--- src/hdl/tx_word_pkg.sv ---
// Constants, encodings and timing counts for the transmit word selector
//
// How it works
// - Flag mode high: user flag rides data words
// - Scramble enable scrambles the flag bit coding
// - Data request alone sends bits 0-15 plus flag
// - Control request sends only bits 0-13
// - Both requests together send a control word
// - No request sends an idle word
// - Flag mode low: internal alternating flag instead
// - Control words never carry a flag bit
// - Lock output rises once clock generator locks
// - Words and strobes taken on rising clock edge
package tx_word_pkg;

	localparam int WORD_W = 16;
	localparam int CTRL_W = 14;

	// Word rate clock, one word per cycle
	localparam int CLK_HZ = 10_000_000;

	// Frequency acquisition time, rounded up to whole cycles
	localparam int LOCK_TIME_MS = 4;
	localparam int LOCK_CYCLES = (LOCK_TIME_MS * CLK_HZ + 999) / 1000;

	// Flag scrambler sequence: x^7 + x^6 + 1
	localparam int PRBS_W = 7;
	localparam logic [PRBS_W-1:0] PRBS_TAPS = 7'h60;
	localparam logic [PRBS_W-1:0] PRBS_SEED = 7'h7f;

	localparam logic ALT_FLAG_RESET = 1'h0;
	localparam logic [WORD_W-1:0] IDLE_WORD = 16'h0000;

	typedef enum logic [2:0]
	{
		WT_IDLE = 3'h1,
		WT_DATA = 3'h2,
		WT_CTRL = 3'h4
	} word_type_e;

endpackage

--- src/hdl/flag_prbs.sv ---
// Free-running sequence generator that masks the flag bit coding
`timescale 1ns/100ps
module flag_prbs #(
	parameter int W = tx_word_pkg::PRBS_W,
	parameter logic [W-1:0] TAPS = tx_word_pkg::PRBS_TAPS,
	parameter logic [W-1:0] SEED = tx_word_pkg::PRBS_SEED
) (
	input wire logic sys_clk, // Word rate clock
	input wire logic rst, // Synchronous reset, active high
	input wire logic step, // Advance one position
	output logic prbs_bit // Current mask bit
);

	logic [W-1:0] lfsr_q;
	logic [W-1:0] lfsr_d;
	wire feedback = ^(lfsr_q & TAPS);

	assign lfsr_d = step ? {lfsr_q[W-2:0], feedback} : lfsr_q;
	assign prbs_bit = lfsr_q[W-1];

	// Seed must be nonzero or the sequence locks up at all zeros
	always_ff @(posedge sys_clk)
	begin
		if (rst)
			lfsr_q <= SEED;
		else
			lfsr_q <= lfsr_d;
	end

endmodule

--- src/hdl/tx_word_select.sv ---
// Transmit word type selection, flag bit source and scrambling
`timescale 1ns/100ps
module tx_word_select #(
	parameter int LOCK_CYCLES = tx_word_pkg::LOCK_CYCLES
) (
	input wire logic sys_clk, // Word rate clock
	input wire logic rst, // Synchronous reset, active high
	input wire logic [tx_word_pkg::WORD_W-1:0] word_in, // Parallel word
	input wire logic data_word_request, // Send a data word
	input wire logic control_word_request, // Send a control word
	input wire logic user_flag_input, // User 17th bit
	input wire logic flag_bit_mode_select, // 1: user flag, 0: alternating
	input wire logic flag_scramble_enable, // Scramble flag coding
	output tx_word_pkg::word_type_e word_type_q, // Type of word sent
	output logic [tx_word_pkg::WORD_W-1:0] tx_word_q, // Word payload
	output logic tx_flag_q, // Flag bit sent with data
	output logic tx_flag_valid_q, // Flag bit is part of word
	output logic locked_q // Clock generator locked
);
	import tx_word_pkg::*;

	localparam int CNT_W = $clog2(LOCK_CYCLES + 1);
	localparam logic [CNT_W-1:0] LOCK_LAST = CNT_W'(LOCK_CYCLES - 1);
	localparam logic [CNT_W-1:0] CNT_ONE = CNT_W'(1);
	localparam int PAD_W = WORD_W - CTRL_W;

	logic alt_flag_q;
	logic alt_flag_d;
	logic [CNT_W-1:0] lock_cnt_q;
	logic [CNT_W-1:0] lock_cnt_d;
	logic locked_d;
	word_type_e word_type_d;
	logic [WORD_W-1:0] tx_word_d;
	logic tx_flag_d;
	logic prbs_bit;

	// Control beats data when both are raised
	wire sel_ctrl = control_word_request;
	wire sel_data = data_word_request & ~control_word_request;
	wire sel_idle = ~data_word_request & ~control_word_request;

	// Upper input bits are dropped on control words
	wire [WORD_W-1:0] ctrl_word =
		{{PAD_W{1'b0}}, word_in[CTRL_W-1:0]};

	// Flag source: user bit, or internal alternating bit
	wire raw_flag = flag_bit_mode_select
		? user_flag_input : alt_flag_q;

	// The mask only hides the coding; the far end strips it again
	wire scr_mask = flag_scramble_enable & prbs_bit;
	wire coded_flag = raw_flag ^ scr_mask;

	assign word_type_d = sel_ctrl ? WT_CTRL : (sel_data ? WT_DATA : WT_IDLE);
	assign tx_word_d = sel_ctrl ? ctrl_word : (sel_data ? word_in : IDLE_WORD);
	assign tx_flag_d = sel_data ? coded_flag : 1'b0;

	// Toggle only on data words so the receiver can check the pattern
	assign alt_flag_d = sel_data ? ~alt_flag_q : alt_flag_q;

	// Lock stands in for the clock generator's acquisition time
	assign lock_cnt_d = (lock_cnt_q == LOCK_LAST) ? lock_cnt_q
		: lock_cnt_q + CNT_ONE;
	assign locked_d = locked_q | (lock_cnt_q == LOCK_LAST);

	// Mask steps every word so both ends stay aligned from reset
	flag_prbs #(
		.W(PRBS_W),
		.TAPS(PRBS_TAPS),
		.SEED(PRBS_SEED)
	) flag_prbs_inst (
		.sys_clk(sys_clk),
		.rst(rst),
		.step(1'b1),
		.prbs_bit(prbs_bit)
	);

	// Inputs are captured on the rising word clock edge
	always_ff @(posedge sys_clk)
	begin
		if (rst)
		begin
			word_type_q <= WT_IDLE;
			tx_word_q <= IDLE_WORD;
			tx_flag_q <= 1'b0;
			tx_flag_valid_q <= 1'b0;
		end
		else
		begin
			word_type_q <= word_type_d;
			tx_word_q <= tx_word_d;
			tx_flag_q <= tx_flag_d;
			tx_flag_valid_q <= sel_data;
		end
	end

	always_ff @(posedge sys_clk)
	begin
		if (rst)
			alt_flag_q <= ALT_FLAG_RESET;
		else
			alt_flag_q <= alt_flag_d;
	end

	// Lock is sticky; a real loop losing lock is not modelled
	always_ff @(posedge sys_clk)
	begin
		if (rst)
		begin
			lock_cnt_q <= '0;
			locked_q <= 1'b0;
		end
		else
		begin
			lock_cnt_q <= lock_cnt_d;
			locked_q <= locked_d;
		end
	end

	a_user_flag_sent: assert property (
		@(posedge sys_clk) disable iff (rst)
		(sel_data && flag_bit_mode_select && !flag_scramble_enable)
		|=> (tx_flag_q == $past(user_flag_input)) && tx_flag_valid_q)
	else $error("user flag not sent with data word");

	a_flag_scrambled: assert property (
		@(posedge sys_clk) disable iff (rst)
		(sel_data && flag_bit_mode_select && flag_scramble_enable)
		|=> tx_flag_q == ($past(user_flag_input) ^ $past(prbs_bit)))
	else $error("flag bit not scrambled");

	a_data_word_out: assert property (
		@(posedge sys_clk) disable iff (rst)
		(data_word_request && !control_word_request)
		|=> (word_type_q == WT_DATA) && (tx_word_q == $past(word_in)))
	else $error("data word not sent");

	a_ctrl_word_out: assert property (
		@(posedge sys_clk) disable iff (rst)
		control_word_request
		|=> (tx_word_q[CTRL_W-1:0] == $past(word_in[CTRL_W-1:0]))
		&& (tx_word_q[WORD_W-1:CTRL_W] == '0))
	else $error("control word payload wrong");

	a_ctrl_wins: assert property (
		@(posedge sys_clk) disable iff (rst)
		(control_word_request && data_word_request)
		|=> word_type_q == WT_CTRL)
	else $error("control word did not take precedence");

	a_idle_word_out: assert property (
		@(posedge sys_clk) disable iff (rst)
		sel_idle |=> (word_type_q == WT_IDLE) && (tx_word_q == IDLE_WORD))
	else $error("idle word not sent");

	a_alt_flag_used: assert property (
		@(posedge sys_clk) disable iff (rst)
		(sel_data && !flag_bit_mode_select && !flag_scramble_enable)
		|=> tx_flag_q == $past(alt_flag_q))
	else $error("alternating flag not used");

	a_ctrl_no_flag: assert property (
		@(posedge sys_clk) disable iff (rst)
		(word_type_q != WT_DATA) |-> !tx_flag_q && !tx_flag_valid_q)
	else $error("flag bit present outside a data word");

	a_alt_flag_flips: assert property (
		@(posedge sys_clk) disable iff (rst)
		(sel_data && !flag_bit_mode_select && !flag_scramble_enable)
		##1 (sel_data && !flag_bit_mode_select && !flag_scramble_enable)
		|=> tx_flag_q != $past(tx_flag_q))
	else $error("alternating flag did not toggle");

	a_alt_flag_hold: assert property (
		@(posedge sys_clk) disable iff (rst)
		!sel_data |=> $stable(alt_flag_q))
	else $error("alternating flag moved on a non-data word");

	a_lock_timing: assert property (
		@(posedge sys_clk) disable iff (rst)
		$rose(locked_q) |-> $past(lock_cnt_q) == LOCK_LAST)
	else $error("lock raised at wrong time");

	a_lock_sticky: assert property (
		@(posedge sys_clk) disable iff (rst)
		locked_q |=> locked_q)
	else $error("lock dropped");

	a_alt_flag_scr: assert property (
		@(posedge sys_clk) disable iff (rst)
		(sel_data && !flag_bit_mode_select && flag_scramble_enable)
		|=> tx_flag_q == ($past(alt_flag_q) ^ $past(prbs_bit)))
	else $error("alternating flag not scrambled");

	a_alt_flag_step: assert property (
		@(posedge sys_clk) disable iff (rst)
		sel_data |=> alt_flag_q != $past(alt_flag_q))
	else $error("alternating flag did not step on a data word");

	a_ctrl_word_type: assert property (
		@(posedge sys_clk) disable iff (rst)
		control_word_request |=> (word_type_q == WT_CTRL) && !tx_flag_q)
	else $error("control request did not send a control word");

	a_data_flag_valid: assert property (
		@(posedge sys_clk) disable iff (rst)
		sel_data |=> tx_flag_valid_q)
	else $error("flag valid missing on data word");

	a_lock_early: assert property (
		@(posedge sys_clk) disable iff (rst)
		(lock_cnt_q != LOCK_LAST) |-> !locked_q)
	else $error("lock raised before acquisition time");

	a_lock_rise: assert property (
		@(posedge sys_clk) disable iff (rst)
		(lock_cnt_q == LOCK_LAST) |=> locked_q)
	else $error("lock not raised after acquisition time");

endmodule

--- config.mk ---
export PLATFORM = sky130hd
export DESIGN_NAME = tx_word_select
export DESIGN_NICKNAME = d
export VERILOG_FILES = /design/src/hdl/tx_word_pkg.sv /design/src/hdl/flag_prbs.sv /design/src/hdl/tx_word_select.sv
export SDC_FILE = /design/constraint.sdc
export NUM_CORES = 1
export LEC_CHECK = 0
export BUFFER_PORTS_ARGS = -buffer_cell sky130_fd_sc_hd__buf_4
export CORE_AREA = 2 2 64 78
export DETAILED_ROUTE_END_ITERATION = 6
export DIE_AREA = 0 0 66 80
export SLEW_MARGIN = 5
export SYNTH_ARGS = -nofsm -noshare
export SYNTH_HDL_FRONTEND = slang
export SYNTH_HIERARCHICAL = 1
export SYNTH_SLANG_ARGS = --single-unit
--- constraint.sdc ---
create_clock -name sys_clk -period 1.69 [get_ports sys_clk]
set_input_delay 0.507 -clock sys_clk [delete_from_list [all_inputs] [get_ports sys_clk]]
set_output_delay 0.507 -clock sys_clk [all_outputs]
set_load 0.05 [all_outputs]
[Yosys cells after proc, flatten, opt, wreduce, memory -nomap -nowiden]
Cells that the tools add are included.
Word-level totals
  output and inout port bits: 22
  register bits: 46
  bits of input ports: 23
Cells by class
  bitwise gates (word level): 7
  $add $sub $neg: 1
  eq/ne operators: 1
  reductions and logical operators: 4
  multiplexer cells: 5
Operators with widths (number)
  $mux W14: 2
  $add A16 B1 Y16 const B: 1
  $eq A16 B16 Y1 const B: 1
  $reduce_xor A7 Y1: 1
  $reduce_or A2 Y1: 2
  $mux W3: 1
  $not A1 Y1: 3
  $reduce_or A3 Y1: 1
  $and A1 B1 Y1: 2
  $mux W2: 1
  $mux W1: 1
  $or A1 B1 Y1: 1
  $xor A1 B1 Y1: 1

[Longest topological paths before layout]
  depth in word-level cells: 4
  mapped depth: 7
  mapped depth without buffers: 5

[Hierarchy]
The synthesis kept the hierarchy.
Modules (own cells, without submodules)
  tx_word_select: instances 1, area an instance 1413.9 um^2, cells each 142
  flag_prbs: instances 1, area an instance 257.7 um^2, cells each 24

[Worst setup path before layout]
OpenSTA, ideal clock, no wires.
  path kind: register to register
  start: register lock_cnt_q[0]
  end: register lock_cnt_q[2]
  period minus slack after synthesis: 1.605 ns
  arrival time: 1.534 ns
  cell stages (with the launch flop): 8
  path slack: 0.085 ns
  cell sequence: dfxtp_1 ha_1 buf_6 and4bb_1 and4_4 buf_6 or3_1 a21oi_1
Between the ends
  word-level cells in the longest chain between the ends: 1
  elaborated cells on any way between the ends: 2
  those cells by class: add/sub: 1; eq/ne: 1
RTL lines
  start: declaration: RTL line tx_word_select.sv:29  | logic [CNT_W-1:0] lock_cnt_q;
  start signal: assignment: RTL line tx_word_select.sv:115  | lock_cnt_q <= lock_cnt_d;
  $add A16 B1 Y16 or $eq A16 B16 Y1 (tied branches): RTL line tx_word_select.sv:63, tx_word_select.sv:62
Parallel ways exist; a longest one is shown, timed or not.
A chain may end at the register's enable or synchronous reset.

[Worst setup path after layout]
  start: register lock_cnt_q[0]
  end: register lock_cnt_q[3]
The elaborated chain is that of the path after synthesis.

==> results.txt <==
----------------------------------------------------
[Floorplan]
  Effective utilization at floorplan ... 0.369
  Number of placement rows ... 27
  Placeable core area ... 4530 um^2
  Die span in y ... 80 um
  Floorplan die width ... 66 um
  Number of top-level pins ... 45
  Floorplan die area ... 5280 um^2

[Clocking]
  Total clock sinks ... 46
  Clock transition at the registers of the reported paths ... 80 ps
  Post-cts resize count ... 0
  Clock buffer depth ... 2
  H-tree levels ... 2
  Clock tree from TritonCTS ... built
  Post-CTS setup buffer count ... 0
  Number of buffers inserted by hold repair at cts ... 0
  Total CTS buffers ... 5
  Clock latency on the worst-skew pair ... 290 ps
  Root buf cell ... sky130_fd_sc_hd__clkbuf_8

[Timing]
  Final period util ... 0.902
  Peak clock frequency supported by timing ... 656 MHz
  Min Tclk post-route ... 1520 ps
  Final number of hold-violating endpoints ... 0
  Clock Skews ... 4.48 ps
  Unrepaired setup endpoints after global routing ... no
  Summed negative setup slack over all endpoints ... 0 ps
  Number of max-slew violations in the final report ... 0
  Final setup fails ... 0

[Global route]
  Number of global-route vias before repair ... 1183
  Largest net degree at the start of global routing ... 25
  Grt total ovfl ... 0
  Initial antenna violation count ... 0
  Wire length of the first global-routing pass ... 5030 um
  GRT Resource Usage Total ... 0.124

[Hold path]
  Class of the worst hold path ... in2reg
  End of the worst hold path ... tx_word_q[12]
  WHS Path Cells ... 2
  Min-delay src ... word_in[12]

[Route]
  WL/cell ... 10.8 um
  TritonRoute pass-1 iters ... 4
  Iteration-0 DRC count of the detailed router ... 48
  Number of antenna-violating nets in the routed design ... 0
  Total detailed-routing wirelength ... 2910 um
  Drt via density ... 4.55
  DRC violation count after routing ... 0
  Detailed-route via count ... 1225

[Setup path]
  Register-to-register path setup slack ... 170 ps
  FF-to-FF End ... lock_cnt_q[3]
  Cell breakdown of the critical path ... ha_1, and4bb_1, and4_4, or3_1, a21oi_1
  Number of cells on the worst reg-to-reg path ... 5
  Maximum fanout along the worst path ... 13
  Required arrival time at the worst endpoint ... 1910 ps
  Largest incremental delay on the critical path ... 350 ps
  Critical path class ... reg2reg
  Cell type of the slowest stage on the worst timing path ... sky130_fd_sc_hd__or3_1
  Startpoint class of the critical path ... register
  Setup crit end kind ... register
  CP Data Arrival Time ... 1750 ps
  Dominant delay contributor by cell family on the critical path ... simple AND/OR/NAND/NOR gates
  Buffers plus inverters on the worst setup path ... 0
  CP Launch Point ... lock_cnt_q[0]
  Startpoint of the worst-slack reg-to-reg timing path ... lock_cnt_q[0]

[Placed design]
  Total placed cells including tap cells ... 262
  Routability cong. ... 0.692
  Number of port buffers ... 44
  Dpl hpwl ... 2140 um

[Synthesis]
  Synth cell types ... 27
  Sequential cell area fraction in the yosys report ... 0.551
  Async set or reset register ratio after synthesis ... 0
  Yosys synthesis warning count ... 6
  Post-synthesis cell count ... 166
  Post-synthesis instance area ... 1670 um^2
  Number of register bits inferred by synthesis ... 46
  Post-Synthesis Net Count ... 190
  Post-Synthesis Mean Instance Area ... 10.1 um^2
  Primary FF master, synth ... sky130_fd_sc_hd__dfxtp_1
  Number of flops mapped to enable cells by yosys ... 0

[Power and ir drop]
  Power density of the placed cells ... 939 nW/um^2
  Maximum VDD drop ... 0.000463 V
  Leakage power total ... 0.914 nW

[Layout]
  Net count of the finished layout ... 235
  Proportion of layout cells with a drive suffix above 1 ... 0.251
  Signed area change from the synthesized netlist to the final layout ... 26.3%
  Final antenna diode count ... 0
  Finished Layout Cells ... 269

[Status]
  Status ... finished, final reports clean

[Job]
  Max-Cap Viols ... 0

----------------------------------------------------
[cell usage in the layout, fill, tap and decap left out, drive strengths merged, types with 4 or more instances in the layout]
| master | instances |
|---|---|
| and2 | 19 |
| nor2b | 4 |
| o21ai | 5 |
| nand2 | 10 |
| nand3 | 5 |
| xor2 | 11 |
| nand4 | 6 |
| or3 | 5 |
| clkbuf | 7 |
| and4 | 4 |
| dfxtp | 46 |
| mux2i | 8 |
| a21oi | 5 |
| buf | 47 |
| nor2 | 14 |
[Yosys cell counts (4+ instances only)]
| master | number | area, um^2 |
|---|---|---|
| sky130_fd_sc_hd__mux2i_1 | 8 | 80.1 |
| sky130_fd_sc_hd__nand3_1 | 5 | 25.0 |
| sky130_fd_sc_hd__dfxtp_1 | 46 | 921 |
| sky130_fd_sc_hd__or3_1 | 5 | 31.3 |
| sky130_fd_sc_hd__nor2b_1 | 4 | 25.0 |
| sky130_fd_sc_hd__clkbuf_1 | 4 | 15.0 |
| sky130_fd_sc_hd__a21oi_1 | 5 | 25.0 |
| sky130_fd_sc_hd__and2_1 | 19 | 119 |
| sky130_fd_sc_hd__o21ai_0 | 5 | 25.0 |
| sky130_fd_sc_hd__nor2_1 | 14 | 52.6 |
| sky130_fd_sc_hd__xor2_1 | 11 | 96.3 |
| sky130_fd_sc_hd__nand2_1 | 10 | 37.5 |
| sky130_fd_sc_hd__nand4_1 | 6 | 37.5 |
[final cells by class]
type	count	area (um^2)
clock buffers	7	76.3
fillers	454	2410
inverters	3	11.3
multi-input cells	108	678
flip-flops and latches	46	921
well taps	58	72.6
repair buffers	47	353
[flip-flops by register name, summed over array words and instances (netlist names)]
signal	count
alt_flag_q	1
flag_prbs_inst/lfsr_q	7
lock_cnt_q	16
locked_q	1
tx_flag_q	1
tx_flag_valid_q	1
tx_word_q	16
word_type_q	3
[worst register-to-register path, cell delays in order (launching register included)]
cell	delay [ps]
sky130_fd_sc_hd__dfxtp_1	330
sky130_fd_sc_hd__ha_1	210
sky130_fd_sc_hd__and4bb_1	190
sky130_fd_sc_hd__and4_4	230
sky130_fd_sc_hd__or3_1	350
sky130_fd_sc_hd__a21oi_1	150
[how the worst max path moves through the flow]
stage                          to  cells after the start
finish              lock_cnt_q[3]                      5
detailed placement  lock_cnt_q[3]                      5
global route        lock_cnt_q[3]                      5
CTS                 lock_cnt_q[3]                      5
global placement    lock_cnt_q[5]                      5
floorplan           lock_cnt_q[2]                      7
[metrics by stage]
stage / hold WS, ps / utilization / worst slack, ps / power [mW] / area, um^2
6_report: 413 / 0.467 / 165 / 1.98 / 2110
5_1_grt: 400 / 0.467 / 53.8 / 2.08 / 2110
4_1_cts: 400 / 0.467 / 161 / 2.02 / 2110
3_5_place_dp: 466 / 0.450 / 178 / 1.40 / 2040
3_3_place_gp: 459 / 0.450 / 219 / 1.40 / 2040
2_1_floorplan: 444 / - / 85.3 / 1.31 / 1670
[kinds of logic (layout without fill, tap and decap cells)]
group                    Yosys count  in the layout  synth area share
other                              1              1           0.00224
AND/OR/NAND/NOR                   74             74             0.246
buffers and inverters             12             57            0.0434
flip-flops                        46             46             0.551
adder cells (fa/ha/maj)            1              1           0.00748
XOR/XNOR                          13             13            0.0681
multiplexers                       8              8            0.0479
AO/OA/AOI/OAI                     11             11            0.0337
[metal layers]
metal | part of all wire | GRT usage
met1 | 0.44 | 0.140
met2 | 0.47 | 0.199
met3 | 0.062 | 0.0465
met4 | 0.027 | 0.0735
met5 | 0 | 0
[power by group]
group / switching, mW / internal (mW)
Clock: 0.325 / 0.285
Sequential: 0.0145 / 1.12
Combinational: 0.144 / 0.0958
Total: 0.483 / 1.50
No activity file was read; power rests on OpenSTA's default activity.
